--- src/rtl/fifo_wave_pkg.sv ---
//////////////////////////////////////////////////////////////////////////////
// Purpose: Constants for the waveform-port / slave-FIFO pin block
// Assumes: 100 MHz system clock, classic Wishbone register access
// Notes: Register offsets are byte addresses of aligned 32-bit words
//////////////////////////////////////////////////////////////////////////////
// Overview of operation
// - Ready inputs two to five serve the waveform engine as wait conditions and are otherwise seen only in the pins register.
// - The mode field routes either waveform outputs zero to two or the three FIFO flags onto the shared pins.
// - In slave-FIFO mode the first shared pin shows the fill-level flag of the FIFO picked by the select pins.
// - In slave-FIFO mode the second shared pin shows the full flag of the FIFO picked by the select pins.
// - In slave-FIFO mode the third shared pin shows the empty flag of the FIFO picked by the select pins.
// - Waveform outputs three to five have their own pins; three may float, four and five are always driven.
// - The interface clock times the slave-FIFO strobes and the waveform engine; the flags follow the block clock.
// - With internal clocking selected the block drives the interface clock pin at 30 or 48 MHz.
// - The invert bit flips the interface clock polarity for both internal and external sources.
// - In slave-FIFO mode ready inputs zero and one become read and write strobes of programmable polarity.
//////////////////////////////////////////////////////////////////////////////
package fifo_wave_pkg;
  // Register map
  localparam logic [7:0] ADDR_CONFIG = 8'h00;
  localparam logic [7:0] ADDR_STEP = 8'h04;
  localparam logic [7:0] ADDR_PINS = 8'h08;
  localparam logic [7:0] ADDR_IRQ_STATUS = 8'h0C;
  localparam logic [7:0] ADDR_IRQ_MASK = 8'h10;
  // Interface config fields
  localparam int CFG_MODE = 0;
  localparam int CFG_WR_POL = 2;
  localparam int CFG_RD_POL = 3;
  localparam int CFG_INVERT = 4;
  localparam int CFG_FREQ = 5;
  localparam int CFG_INTERNAL = 7;
  localparam logic [7:0] CONFIG_RESET = 8'h00;
  // Mode field codes
  localparam logic [1:0] MODE_WAVE = 2'h2;
  localparam logic [1:0] MODE_SLAVE = 2'h3;
  // Step register fields
  localparam int STEP_TRI3 = 6;
  localparam int STEP_IDX = 8;
  localparam int STEP_GO = 15;
  localparam logic [5:0] PATTERN_RESET = 6'h3F;
  // Interrupt bits
  localparam int IRQ_WAVE = 0;
  localparam int IRQ_RD = 1;
  localparam int IRQ_WR = 2;
  localparam int IRQ_BITS = 3;
  // Interface clock synthesis: phase accumulator increments
  localparam int CLK_MHZ = 100;
  localparam int INTERFACE_CLOCK_SLOW_MHZ = 30;
  localparam int INTERFACE_CLOCK_FAST_MHZ = 48;
  localparam int NCO_BITS = 16;
  localparam logic [NCO_BITS-1:0] NCO_INC_SLOW = NCO_BITS'((INTERFACE_CLOCK_SLOW_MHZ * (1 << NCO_BITS)) / CLK_MHZ);
  localparam logic [NCO_BITS-1:0] NCO_INC_FAST = NCO_BITS'((INTERFACE_CLOCK_FAST_MHZ * (1 << NCO_BITS)) / CLK_MHZ);
  typedef enum logic [0:0] {WAVE_IDLE = 1'b0, WAVE_WAIT = 1'b1} wave_state_t;
endpackage

--- src/rtl/fifo_wave_port.sv ---
//////////////////////////////////////////////////////////////////////////////
// Purpose: Pin block for the waveform engine ports, slave-FIFO flags and interface clock
// Assumes: Pins are asynchronous to clk_i; FIFO status comes from logic on clk_i
// Notes: Internal interface clock is synthesised by an accumulator and carries jitter
//////////////////////////////////////////////////////////////////////////////
`timescale 1ns/100ps
module fifo_wave_port
(
  input wire logic clk_i,
  input wire logic rst_i,
  input wire logic cyc_i,
  input wire logic stb_i,
  input wire logic we_i,
  input wire logic [7:0] adr_i,
  input wire logic [3:0] sel_i,
  input wire logic [31:0] dat_i,
  output logic [31:0] dat_o,
  output logic ack_o,
  input wire logic [5:0] wave_ready_in_i,
  input wire logic [1:0] fifo_select_pins_i,
  input wire logic interface_clock_i,
  output logic interface_clock_o,
  output logic interface_clock_oe_o,
  output logic [5:0] wave_control_out_o,
  output logic [3:0] wave_control_oe_o,
  input wire logic [3:0] fifo_prog_i,
  input wire logic [3:0] fifo_full_i,
  input wire logic [3:0] fifo_empty_i,
  output logic [1:0] fifo_addr_o,
  output logic slave_read_strobe_o,
  output logic slave_write_strobe_o,
  output logic irq_o
);
  logic [7:0] interface_config;
  logic [5:0] pattern;
  logic tri3;
  localparam int IRQ_BITS_W = fifo_wave_pkg::IRQ_BITS;
  localparam int NCO_BITS_W = fifo_wave_pkg::NCO_BITS;
  logic [2:0] ready_idx;
  logic [IRQ_BITS_W-1:0] irq_status;
  logic [IRQ_BITS_W-1:0] irq_mask;
  logic [8:0] sync1;
  logic [8:0] sync2;
  logic [NCO_BITS_W-1:0] phase;
  logic clk_eff_q;
  logic if_edge;
  logic clk_eff;
  logic [1:0] mode;
  logic slave_mode;
  logic internal;
  logic rd_active;
  logic wr_active;
  logic ready_hit;
  logic go_write;
  logic bus_req;
  logic wr_cfg;
  logic rd_status;
  logic [IRQ_BITS_W-1:0] irq_set;
  fifo_wave_pkg::wave_state_t state;
  fifo_wave_pkg::wave_state_t next_state;

  //////////////////////////////////////////////////////////////////////////
  // Decoded configuration
  assign mode = interface_config[fifo_wave_pkg::CFG_MODE +: 2];
  assign slave_mode = (mode == fifo_wave_pkg::MODE_SLAVE);
  assign internal = interface_config[fifo_wave_pkg::CFG_INTERNAL];
  assign bus_req = cyc_i && stb_i && !ack_o;
  assign wr_cfg = bus_req && we_i && sel_i[0] && (adr_i == fifo_wave_pkg::ADDR_CONFIG);
  assign go_write = bus_req && we_i && sel_i[1] && (adr_i == fifo_wave_pkg::ADDR_STEP)
    && dat_i[fifo_wave_pkg::STEP_GO];
  assign rd_status = bus_req && !we_i && (adr_i == fifo_wave_pkg::ADDR_IRQ_STATUS);

  //////////////////////////////////////////////////////////////////////////
  // Two-flop synchronisers: ready pins, FIFO select pins, interface clock pin
  always_ff @(posedge clk_i)
  begin
    if (rst_i)
    begin
      sync1 <= 9'h000;
      sync2 <= 9'h000;
    end
    else
    begin
      sync1 <= {interface_clock_i, fifo_select_pins_i, wave_ready_in_i};
      sync2 <= sync1;
    end
  end

  //////////////////////////////////////////////////////////////////////////
  // Interface clock synthesis; accumulator runs always so switching is glitch-limited
  always_ff @(posedge clk_i)
  begin
    if (rst_i)
      phase <= '0;
    else if (interface_config[fifo_wave_pkg::CFG_FREQ +: 2] == 2'h0)
      phase <= phase + fifo_wave_pkg::NCO_INC_SLOW;
    else
      phase <= phase + fifo_wave_pkg::NCO_INC_FAST;
  end

  // Effective clock: own or pin, then optional inversion
  assign clk_eff = (internal ? phase[NCO_BITS_W-1] : sync2[8])
    ^ interface_config[fifo_wave_pkg::CFG_INVERT];
  assign if_edge = clk_eff && !clk_eff_q;

  always_ff @(posedge clk_i)
  begin
    if (rst_i)
    begin
      clk_eff_q <= 1'b0;
      interface_clock_o <= 1'b0;
      interface_clock_oe_o <= 1'b0;
    end
    else
    begin
      clk_eff_q <= clk_eff;
      interface_clock_o <= phase[NCO_BITS_W-1] ^ interface_config[fifo_wave_pkg::CFG_INVERT];
      interface_clock_oe_o <= internal;
    end
  end

  //////////////////////////////////////////////////////////////////////////
  // Slave strobes on ready zero and one, polarity from config
  assign rd_active = (sync2[0] == interface_config[fifo_wave_pkg::CFG_RD_POL]);
  assign wr_active = (sync2[1] == interface_config[fifo_wave_pkg::CFG_WR_POL]);

  always_ff @(posedge clk_i)
  begin
    if (rst_i)
    begin
      slave_read_strobe_o <= 1'b0;
      slave_write_strobe_o <= 1'b0;
      fifo_addr_o <= 2'h0;
    end
    else
    begin
      slave_read_strobe_o <= slave_mode && if_edge && rd_active;
      slave_write_strobe_o <= slave_mode && if_edge && wr_active;
      fifo_addr_o <= sync2[7:6];
    end
  end

  //////////////////////////////////////////////////////////////////////////
  // Waveform engine: one step waits on a ready input, then applies its pattern
  // Ready zero and one are strobes in slave mode, so they never satisfy a wait there
  assign ready_hit = (ready_idx > 3'h5) ? 1'b1 : (sync2[ready_idx] && !(slave_mode && ready_idx < 3'h2));

  always_comb
  begin
    next_state = state;
    case (state)
      fifo_wave_pkg::WAVE_IDLE:
        if (go_write)
          next_state = fifo_wave_pkg::WAVE_WAIT;
      fifo_wave_pkg::WAVE_WAIT:
        if (if_edge && ready_hit)
          next_state = fifo_wave_pkg::WAVE_IDLE;
      default:
        next_state = fifo_wave_pkg::WAVE_IDLE;
    endcase
  end

  always_ff @(posedge clk_i)
  begin
    if (rst_i)
      state <= fifo_wave_pkg::WAVE_IDLE;
    else
      state <= next_state;
  end

  // Step register: pattern is staged but reaches the pins only when the wait ends
  logic [5:0] staged;
  always_ff @(posedge clk_i)
  begin
    if (rst_i)
    begin
      staged <= fifo_wave_pkg::PATTERN_RESET;
      pattern <= fifo_wave_pkg::PATTERN_RESET;
      tri3 <= 1'b0;
      ready_idx <= 3'h0;
    end
    else
    begin
      if (bus_req && we_i && (adr_i == fifo_wave_pkg::ADDR_STEP) && state == fifo_wave_pkg::WAVE_IDLE)
      begin
        if (sel_i[0])
        begin
          staged <= dat_i[5:0];
          tri3 <= dat_i[fifo_wave_pkg::STEP_TRI3];
        end
        if (sel_i[1])
          ready_idx <= dat_i[fifo_wave_pkg::STEP_IDX +: 3];
      end
      if (state == fifo_wave_pkg::WAVE_WAIT && if_edge && ready_hit)
        pattern <= staged;
    end
  end

  //////////////////////////////////////////////////////////////////////////
  // Pin drive: shared pins carry waveform outputs or FIFO flags
  always_ff @(posedge clk_i)
  begin
    if (rst_i)
    begin
      wave_control_out_o <= fifo_wave_pkg::PATTERN_RESET;
      wave_control_oe_o <= 4'h0;
    end
    else
    begin
      if (slave_mode)
      begin
        wave_control_out_o[0] <= fifo_prog_i[sync2[7:6]];
        wave_control_out_o[1] <= fifo_full_i[sync2[7:6]];
        wave_control_out_o[2] <= fifo_empty_i[sync2[7:6]];
      end
      else
        wave_control_out_o[2:0] <= pattern[2:0];
      wave_control_out_o[5:3] <= pattern[5:3];
      // Shared pins float unless a mode claims them; output three may float by choice
      wave_control_oe_o[2:0] <= {3{mode[1]}};
      wave_control_oe_o[3] <= !tri3;
    end
  end

  //////////////////////////////////////////////////////////////////////////
  // Configuration and mask registers
  always_ff @(posedge clk_i)
  begin
    if (rst_i)
    begin
      interface_config <= fifo_wave_pkg::CONFIG_RESET;
      irq_mask <= '0;
    end
    else
    begin
      if (wr_cfg)
        interface_config <= dat_i[7:0];
      if (bus_req && we_i && sel_i[0] && adr_i == fifo_wave_pkg::ADDR_IRQ_MASK)
        irq_mask <= dat_i[IRQ_BITS_W-1:0];
    end
  end

  //////////////////////////////////////////////////////////////////////////
  // Sticky events; a read clears, but an event in the same cycle survives
  assign irq_set = {slave_write_strobe_o, slave_read_strobe_o,
    (state == fifo_wave_pkg::WAVE_WAIT) && (next_state == fifo_wave_pkg::WAVE_IDLE)};

  always_ff @(posedge clk_i)
  begin
    if (rst_i)
    begin
      irq_status <= '0;
      irq_o <= 1'b0;
    end
    else
    begin
      irq_status <= (rd_status ? '0 : irq_status) | irq_set;
      irq_o <= |(irq_status & irq_mask);
    end
  end

  //////////////////////////////////////////////////////////////////////////
  // Wishbone slave: ack one cycle after the request, unmapped reads give zero
  always_ff @(posedge clk_i)
  begin
    if (rst_i)
    begin
      ack_o <= 1'b0;
      dat_o <= 32'h0000_0000;
    end
    else
    begin
      ack_o <= bus_req;
      dat_o <= 32'h0000_0000;
      if (bus_req && !we_i)
        case (adr_i)
          fifo_wave_pkg::ADDR_CONFIG: dat_o[7:0] <= interface_config;
          fifo_wave_pkg::ADDR_STEP: dat_o[15:0] <= {state == fifo_wave_pkg::WAVE_WAIT, 4'h0,
            ready_idx, 1'b0, tri3, staged};
          fifo_wave_pkg::ADDR_PINS: dat_o[15:0] <= {6'h00, sync2[7:6], 2'h0, sync2[5:0]};
          fifo_wave_pkg::ADDR_IRQ_STATUS: dat_o[IRQ_BITS_W-1:0] <= irq_status;
          fifo_wave_pkg::ADDR_IRQ_MASK: dat_o[IRQ_BITS_W-1:0] <= irq_mask;
          default: dat_o <= 32'h0000_0000;
        endcase
    end
  end

  //////////////////////////////////////////////////////////////////////////
  // Assertions
  property p_level_flag;
    @(posedge clk_i) disable iff (rst_i)
    $past(slave_mode) |-> wave_control_out_o[0] == $past(fifo_prog_i[sync2[7:6]]);
  endproperty
  a_level_flag: assert property (p_level_flag) else $error("level flag wrong");

  property p_full_flag;
    @(posedge clk_i) disable iff (rst_i)
    $past(slave_mode) |-> wave_control_out_o[1] == $past(fifo_full_i[sync2[7:6]]);
  endproperty
  a_full_flag: assert property (p_full_flag) else $error("full flag wrong");

  property p_empty_flag;
    @(posedge clk_i) disable iff (rst_i)
    $past(slave_mode) |-> wave_control_out_o[2] == $past(fifo_empty_i[sync2[7:6]]);
  endproperty
  a_empty_flag: assert property (p_empty_flag) else $error("empty flag wrong");

  property p_shared_wave;
    @(posedge clk_i) disable iff (rst_i)
    (mode == fifo_wave_pkg::MODE_WAVE) |=> wave_control_out_o[2:0] == $past(pattern[2:0]) && &wave_control_oe_o[2:0];
  endproperty
  a_shared_wave: assert property (p_shared_wave) else $error("shared pins not waveform");

  property p_wave_control_out3_float;
    @(posedge clk_i) disable iff (rst_i)
    tri3 ##1 tri3 |-> !wave_control_oe_o[3];
  endproperty
  a_wave_control_out3_float: assert property (p_wave_control_out3_float) else $error("output three drives");

  property p_clk_drive;
    @(posedge clk_i) disable iff (rst_i)
    $rose(internal) |=> interface_clock_oe_o ##1 (interface_clock_oe_o || !internal);
  endproperty
  a_clk_drive: assert property (p_clk_drive) else $error("clock pin not driven");

  property p_clk_invert;
    @(posedge clk_i) disable iff (rst_i)
    1'b1 |=> interface_clock_o == ($past(phase[NCO_BITS_W-1]) ^ $past(interface_config[fifo_wave_pkg::CFG_INVERT]));
  endproperty
  a_clk_invert: assert property (p_clk_invert) else $error("clock polarity wrong");

  property p_read_strobe;
    @(posedge clk_i) disable iff (rst_i)
    slave_mode && if_edge && rd_active |=> slave_read_strobe_o ##1 !slave_read_strobe_o;
  endproperty
  a_read_strobe: assert property (p_read_strobe) else $error("read strobe missing");

  property p_wave_step;
    @(posedge clk_i) disable iff (rst_i)
    state == fifo_wave_pkg::WAVE_WAIT && if_edge && ready_hit |=> pattern == $past(staged) && irq_status[0];
  endproperty
  a_wave_step: assert property (p_wave_step) else $error("step did not complete");

  c_slave_read: cover property (@(posedge clk_i) disable iff (rst_i) slave_read_strobe_o);
  c_wave_done: cover property (@(posedge clk_i) disable iff (rst_i) $fell(state == fifo_wave_pkg::WAVE_WAIT));
  c_irq: cover property (@(posedge clk_i) disable iff (rst_i) $rose(irq_o));
endmodule

--- config.mk ---
export PLATFORM = sky130hd
export DESIGN_NAME = fifo_wave_port
export DESIGN_NICKNAME = d
export VERILOG_FILES = /design/src/rtl/fifo_wave_pkg.sv /design/src/rtl/fifo_wave_port.sv
export SDC_FILE = /design/constraint.sdc
export NUM_CORES = 1
export LEC_CHECK = 0
export BUFFER_PORTS_ARGS = -buffer_cell sky130_fd_sc_hd__buf_2
export CORE_AREA = 3 3 94 96
export DETAILED_ROUTE_END_ITERATION = 6
export DIE_AREA = 0 0 97 99
export PLACE_DENSITY = 0.77
export SLEW_MARGIN = 20
export SYNTH_ARGS = -nofsm -noshare
export SYNTH_HDL_FRONTEND = slang
export SYNTH_SLANG_ARGS = --single-unit
--- constraint.sdc ---
create_clock -name clk_i -period 2.5 [get_ports clk_i]
set_input_delay 0.25 -clock clk_i [delete_from_list [all_inputs] [get_ports clk_i]]
set_output_delay 0.25 -clock clk_i [all_outputs]
set_load 0.03 [all_outputs]
; ---- Word level (Yosys, flattened, before mapping)
; Index checks and enable logic that the tools add are counted.
[totals]
elab_cells = 96
out_inout_bits = 50
inputBits = 70
reg_bits = 116
[op_classes]
eq_ne = 7
bitwise = 7
addsub = 2
n_reduce_logical = 34
order_cmp = 4
n_mux = 19
[op_table]
columns = op, count
row1 = $add 16x15->16 const B, 2
row2 = $logic_and 1x1->1, 23
row3 = $eq 8x4->1 const B, 2
row4 = $mux 16, 1
row5 = $pmux 8 s2, 1
row6 = $pmux 3 s5, 1
row7 = $pmux 5 s3, 1
row8 = $eq 8x3->1 const B, 1
row9 = $eq 8x5->1 const B, 1
row10 = $logic_not 8->1, 1
row11 = $mux 1, 8
row12 = $bmux 1 s2, 3
row13 = $mux 3, 2
row14 = $logic_not 1->1, 5
row15 = $lt 3x5->1 const B, 1
row16 = $reduce_and 2->1, 2
row17 = $and 3x3->3, 1
row18 = $bmux 1 s3, 1
row19 = $gt 3x3->1 const B, 1
row20 = $lt 2x3->1 const B, 1
row21 = $lt 3x2->1 const B, 1
row22 = $not 1->1, 3
row23 = $or 3x3->3, 1
row24 = $reduce_or 3->1, 1
row25 = 6 further kinds, 8

; ---- Longest topological paths before layout
[depth]
ltp_word = 11
depth_mapped = 7
depth_no_buf = 7

; ---- Worst setup path before layout
; No wires, ideal clock.
[synth_path]
kind = input-to-reg
startpoint = input port adr_i[1]
endpoint = register irq_status[0]
slack_ps = 563
setup_time_ps = 115
t_arrival_ps = 1821
path_stages = 5
path_cell_list = nor4_4 or3b_4 or4_1 and2_1 o21ba_2
[synth_between]
elab_chain_len = 8
[synth_lines]
columns = element, line
row1 = start: declaration, fifo_wave_port.sv:14  ; input wire logic [7:0] adr_i,
row2 = $eq 8x3->1, fifo_wave_port.sv:69  ; assign go_write = bus_req && we_i && sel_i[1] && (adr_i == fifo_wave_pkg::ADDR_STEP)
row3 = $logic_and 1x1->1, fifo_wave_port.sv:69
row4 = $logic_and 1x1->1, fifo_wave_port.sv:70  ; && dat_i[fifo_wave_pkg::STEP_GO];
row5 = $mux 1, fifo_wave_port.sv:153  ; if (go_write)
row6 = $pmux 1 s2, fifo_wave_port.sv:151  ; case (state)
row7 = $not 1->1, fifo_wave_port.sv:246  ; (state == fifo_wave_pkg::WAVE_WAIT) && (next_state == fifo_wave_pkg::WAVE_IDLE)};
row8 = $logic_and 1x1->1, fifo_wave_port.sv:246
row9 = $or 3x3->3 (*), fifo_wave_port.sv:257  ; irq_status <= (rd_status ? '0 : irq_status) | irq_set;
row10 = end signal: assignment, fifo_wave_port.sv:257
row11 = end: declaration, fifo_wave_port.sv:40  ; logic [IRQ_BITS_W-1:0] irq_status;
; Mark *: on every way between the ends. The rest lies on a longest branch, timed or not.
; A chain may end at the register's enable or synchronous reset.

; ---- Worst setup path in the final report
[layout_path]
startpoint = register phase[0]
endpoint = register phase[14]
[layout_between]
elab_chain_len = 2
[layout_lines]
columns = element, line
row1 = start: declaration, fifo_wave_port.sv:44  ; logic [NCO_BITS_W-1:0] phase;
row2 = start signal: assignment, fifo_wave_port.sv:96  ; phase <= phase + fifo_wave_pkg::NCO_INC_SLOW;
row3 = start signal: assignment, fifo_wave_port.sv:98  ; phase <= phase + fifo_wave_pkg::NCO_INC_FAST;
row4 = "$add 16x15->16, on equally long branches", "fifo_wave_port.sv:98, fifo_wave_port.sv:96"
row5 = $mux 16 (*), fifo_wave_port.sv:95  ; else if (interface_config[fifo_wave_pkg::CFG_FREQ +: 2] == 2'h0)
; Marks and branches as above.

==> reports/metrics.yaml <==
run_status:
  status: "complete, no violations"
timing:
  finalCriticalPeriod_ns: 2.12
  holdWs_ns: 0.0742
  skew_ns: 0.0134
  post-route-period-util_pct: 84.9
  rsz0062_at_grt: "false"
  hold_violations: 0
  finalSetupViolCount: 0
  finalSetupTns_ns: 0
  slew_headroom_pct: 66.3
  max_freq_mhz: 471
  worst_pin_slew_ns: 0.502
  slew_violations: 0
  finalWorstSetupSlack_ns: 0.378
global_routing:
  antenna_found_initial: 0
  grt_pass1_wl_mm: 14.3
  grt_overflow: 0
  use_met1_pct: 22.7
  grtUsageMet2_pct: 30.5
  grt_max_degree: 48
  top_usage_layer: "met2"
  use_met3_pct: 5.10
  grt_pass1_vias: 3043
  grtUsageTotal_pct: 18.2
logic_synthesis:
  ys_seq_area_share_pct: 46.3
  ys.flop_type: "dfxtp_1"
  avgSynthCellArea_um2: 9.38
  yosysTopAreaCell: "dfxtp_1"
  synth_area_leaders: "dfxtp_1 (46%), nor2_1 (6.9%), mux2i_1 (6.7%)"
  postSynth.asyncResetShare_pct: 0
  synth.top_cell.area_share_pct: 46.3
  syn_inst: 433
  yosys-top-cells-count: "dfxtp_1 (94), nor2_1 (75), nor2b_1 (31)"
  syn_area_mm2: 0.00406
  synth-edff-count: 0
  ys_types: 49
  yosysWarningCount: 0
  yosysMostFrequentCell: "dfxtp_1"
  ys_seq_elements: 94
clocking:
  cts_made_buffers: 9
  cts_tree: "done"
  clock_latency_ns: 0.38
  clock_sinks: 94
  cts-resized-gates: 0
  htreeDepth: 3
  clk_path_buf_depth: 2
  clk_pin_slew_ns: 0.11
  clockRootBuffer: "clkbuf_8"
  ctsHoldBuffers: 0
  postCtsSetupBuffers: 0
routing:
  drtPass1Iterations: 4
  routed_wl_mm: 8.56
  routed-via-count: 3211
  wl_per_cell_um: 14.0
  post-route-drc-count: 0
  ant_nets: 0
  vias_per_cell: 5.26
  drt-initial-drc-count: 222
pwr:
  powerDensity_mw_per_mm2: 649
  power_mw: 3.02
  peakVddDrop_mv: 0.461
  p_leak_nw: 1.87
finish:
  final_util_pct: 57.2
  final_cells: 610
  drive_above_1_share_pct: 23.6
  fin_area_mm2: 0.00465
  synthToLayoutAreaGrowth_pct: 14.5
  nNetsFinal: 573
  diodes: 0
placed_design:
  dpl_cell_area_mm2: 0.00444
  place_ws_ns: 0.322
  io_buffers: 77
  routabilityCongestion: 0.925
  hpwl_mm: 6.32
  placed_cells: 594
setup_path:
  critPathMaxFanout: 4
  ff2ff_setup_slack_ns: 0.38
  critPathArrivalTime_ns: 2.39
  cp.required_ns: 2.77
  worst_setup_path_end_kind: "register"
  crit_path_start_kind: "register"
  crit_end: "phase[14]$_SDFF_PP0_"
  critPathKind: "reg2reg"
  crit_start: "phase[0]$_SDFFE_PP0N_"
  rr_worst_depth: 6
  r2r-end: "phase[14]$_SDFF_PP0_"
  r2r_start: "phase[0]$_SDFFE_PP0N_"
hold_path:
  hold_class: "in2reg"
die:
  start_util_pct: 49.9
  die_area_mm2: 0.00960
  floorplan.rows: 33
  dieWidth_um: 97
  io_pins: 120
  fp.dieH_um: 99
  core-area_mm2: 0.00813
flow_run:
  drv_cap: 0
-- routing by layer --
| metal | part of all wire (%) | up-vias |
|---|---|---|
| met5 | 0 | - |
| met4 | 2.0 | 0 |
| met3 | 6.8 | 18 |
| met2 | 47 | 123 |
| met1 | 45 | 1491 |
| li1 | - | 1579 |
-- area by class of cell --
type / count / area (um2)
Clock buffer: 9 / 124
Timing Repair Buffer: 84 / 438
Multi-Input combinational cell: 303 / 1960
Sequential cell: 94 / 1880
Inverter: 8 / 30.0
Fill cell: 727 / 3480
Tap cell: 105 / 131
Clock inverter: 7 / 83.8
-- cell families after synthesis --
kind of cell / after synthesis / share of synthesized area (%)
simple gates: 174 / 22.2
flops: 94 / 46.3
buf+inv: 55 / 7.11
compound gates: 52 / 8.44
mux: 39 / 11.6
xor+xnor: 15 / 3.23
fa+ha+maj: 3 / 0.924
other cells: 1 / 0.0923
-- flip-flops by register name, indices dropped and copies added, names as in the netlist --
signal	flops
phase	16
dat_o	12
sync1	9
sync2	9
interface_config	8
pattern	6
staged	6
wave_control_out_o	6
irq_mask	3
irq_status	3
ready_idx	3
fifo_addr_o	2
wave_control_oe_o	2
ack_o	1
clk_eff_q	1
interface_clock_o	1
interface_clock_oe_o	1
irq_o	1
slave_read_strobe_o	1
slave_write_strobe_o	1
state	1
tri3	1
-- placed cells by master (no fill, tap or decap), types with 7 or more instances in the layout --
master    Yosys  final
dfxtp_1      94     94
buf_2         0     77
nor2_1       75     75
nor2b_1      31     31
mux2i_1      27     27
conb_1        1     20
a21oi_1      19     19
nand2_1      14     14
nor3_1       13     13
xnor2_1      10     10
nand3_1       9      9
clkbuf_8      0      9
inv_1         8      8
buf_4        22      7
-- worst min-delay path by stage --
stage                                 start                               end  depth (start not counted)
detailed placement  pattern[3]$_SDFFE_PP1P_  wave_control_out_o[3]$_SDFF_PP1_                          2
CTS                   fifo_select_pins_i[0]               sync1[6]$_SDFF_PP0_                          2
global route             wave_ready_in_i[4]               sync1[4]$_SDFF_PP0_                          2
floorplan                             rst_i                  ack_o$_SDFF_PP0_                          1
global placement    pattern[3]$_SDFFE_PP1P_  wave_control_out_o[3]$_SDFF_PP1_                          2
finish                fifo_select_pins_i[0]               sync1[6]$_SDFF_PP0_                          2
-- power by group --
part	internal, mW	switching, mW
sequential	1.55	0.0801
combinational	0.151	0.192
clock	0.411	0.634
-- critical path, stage by stage, from the launching register on --
cell and delay [ns]:
dfxtp_1 0.35, ha_1 0.25, and3_1 0.20, o41ai_1 0.37, nand2_1 0.14, a311oi_1 0.33
mux2_2 0.37
(Power assumes the default switching activity.)
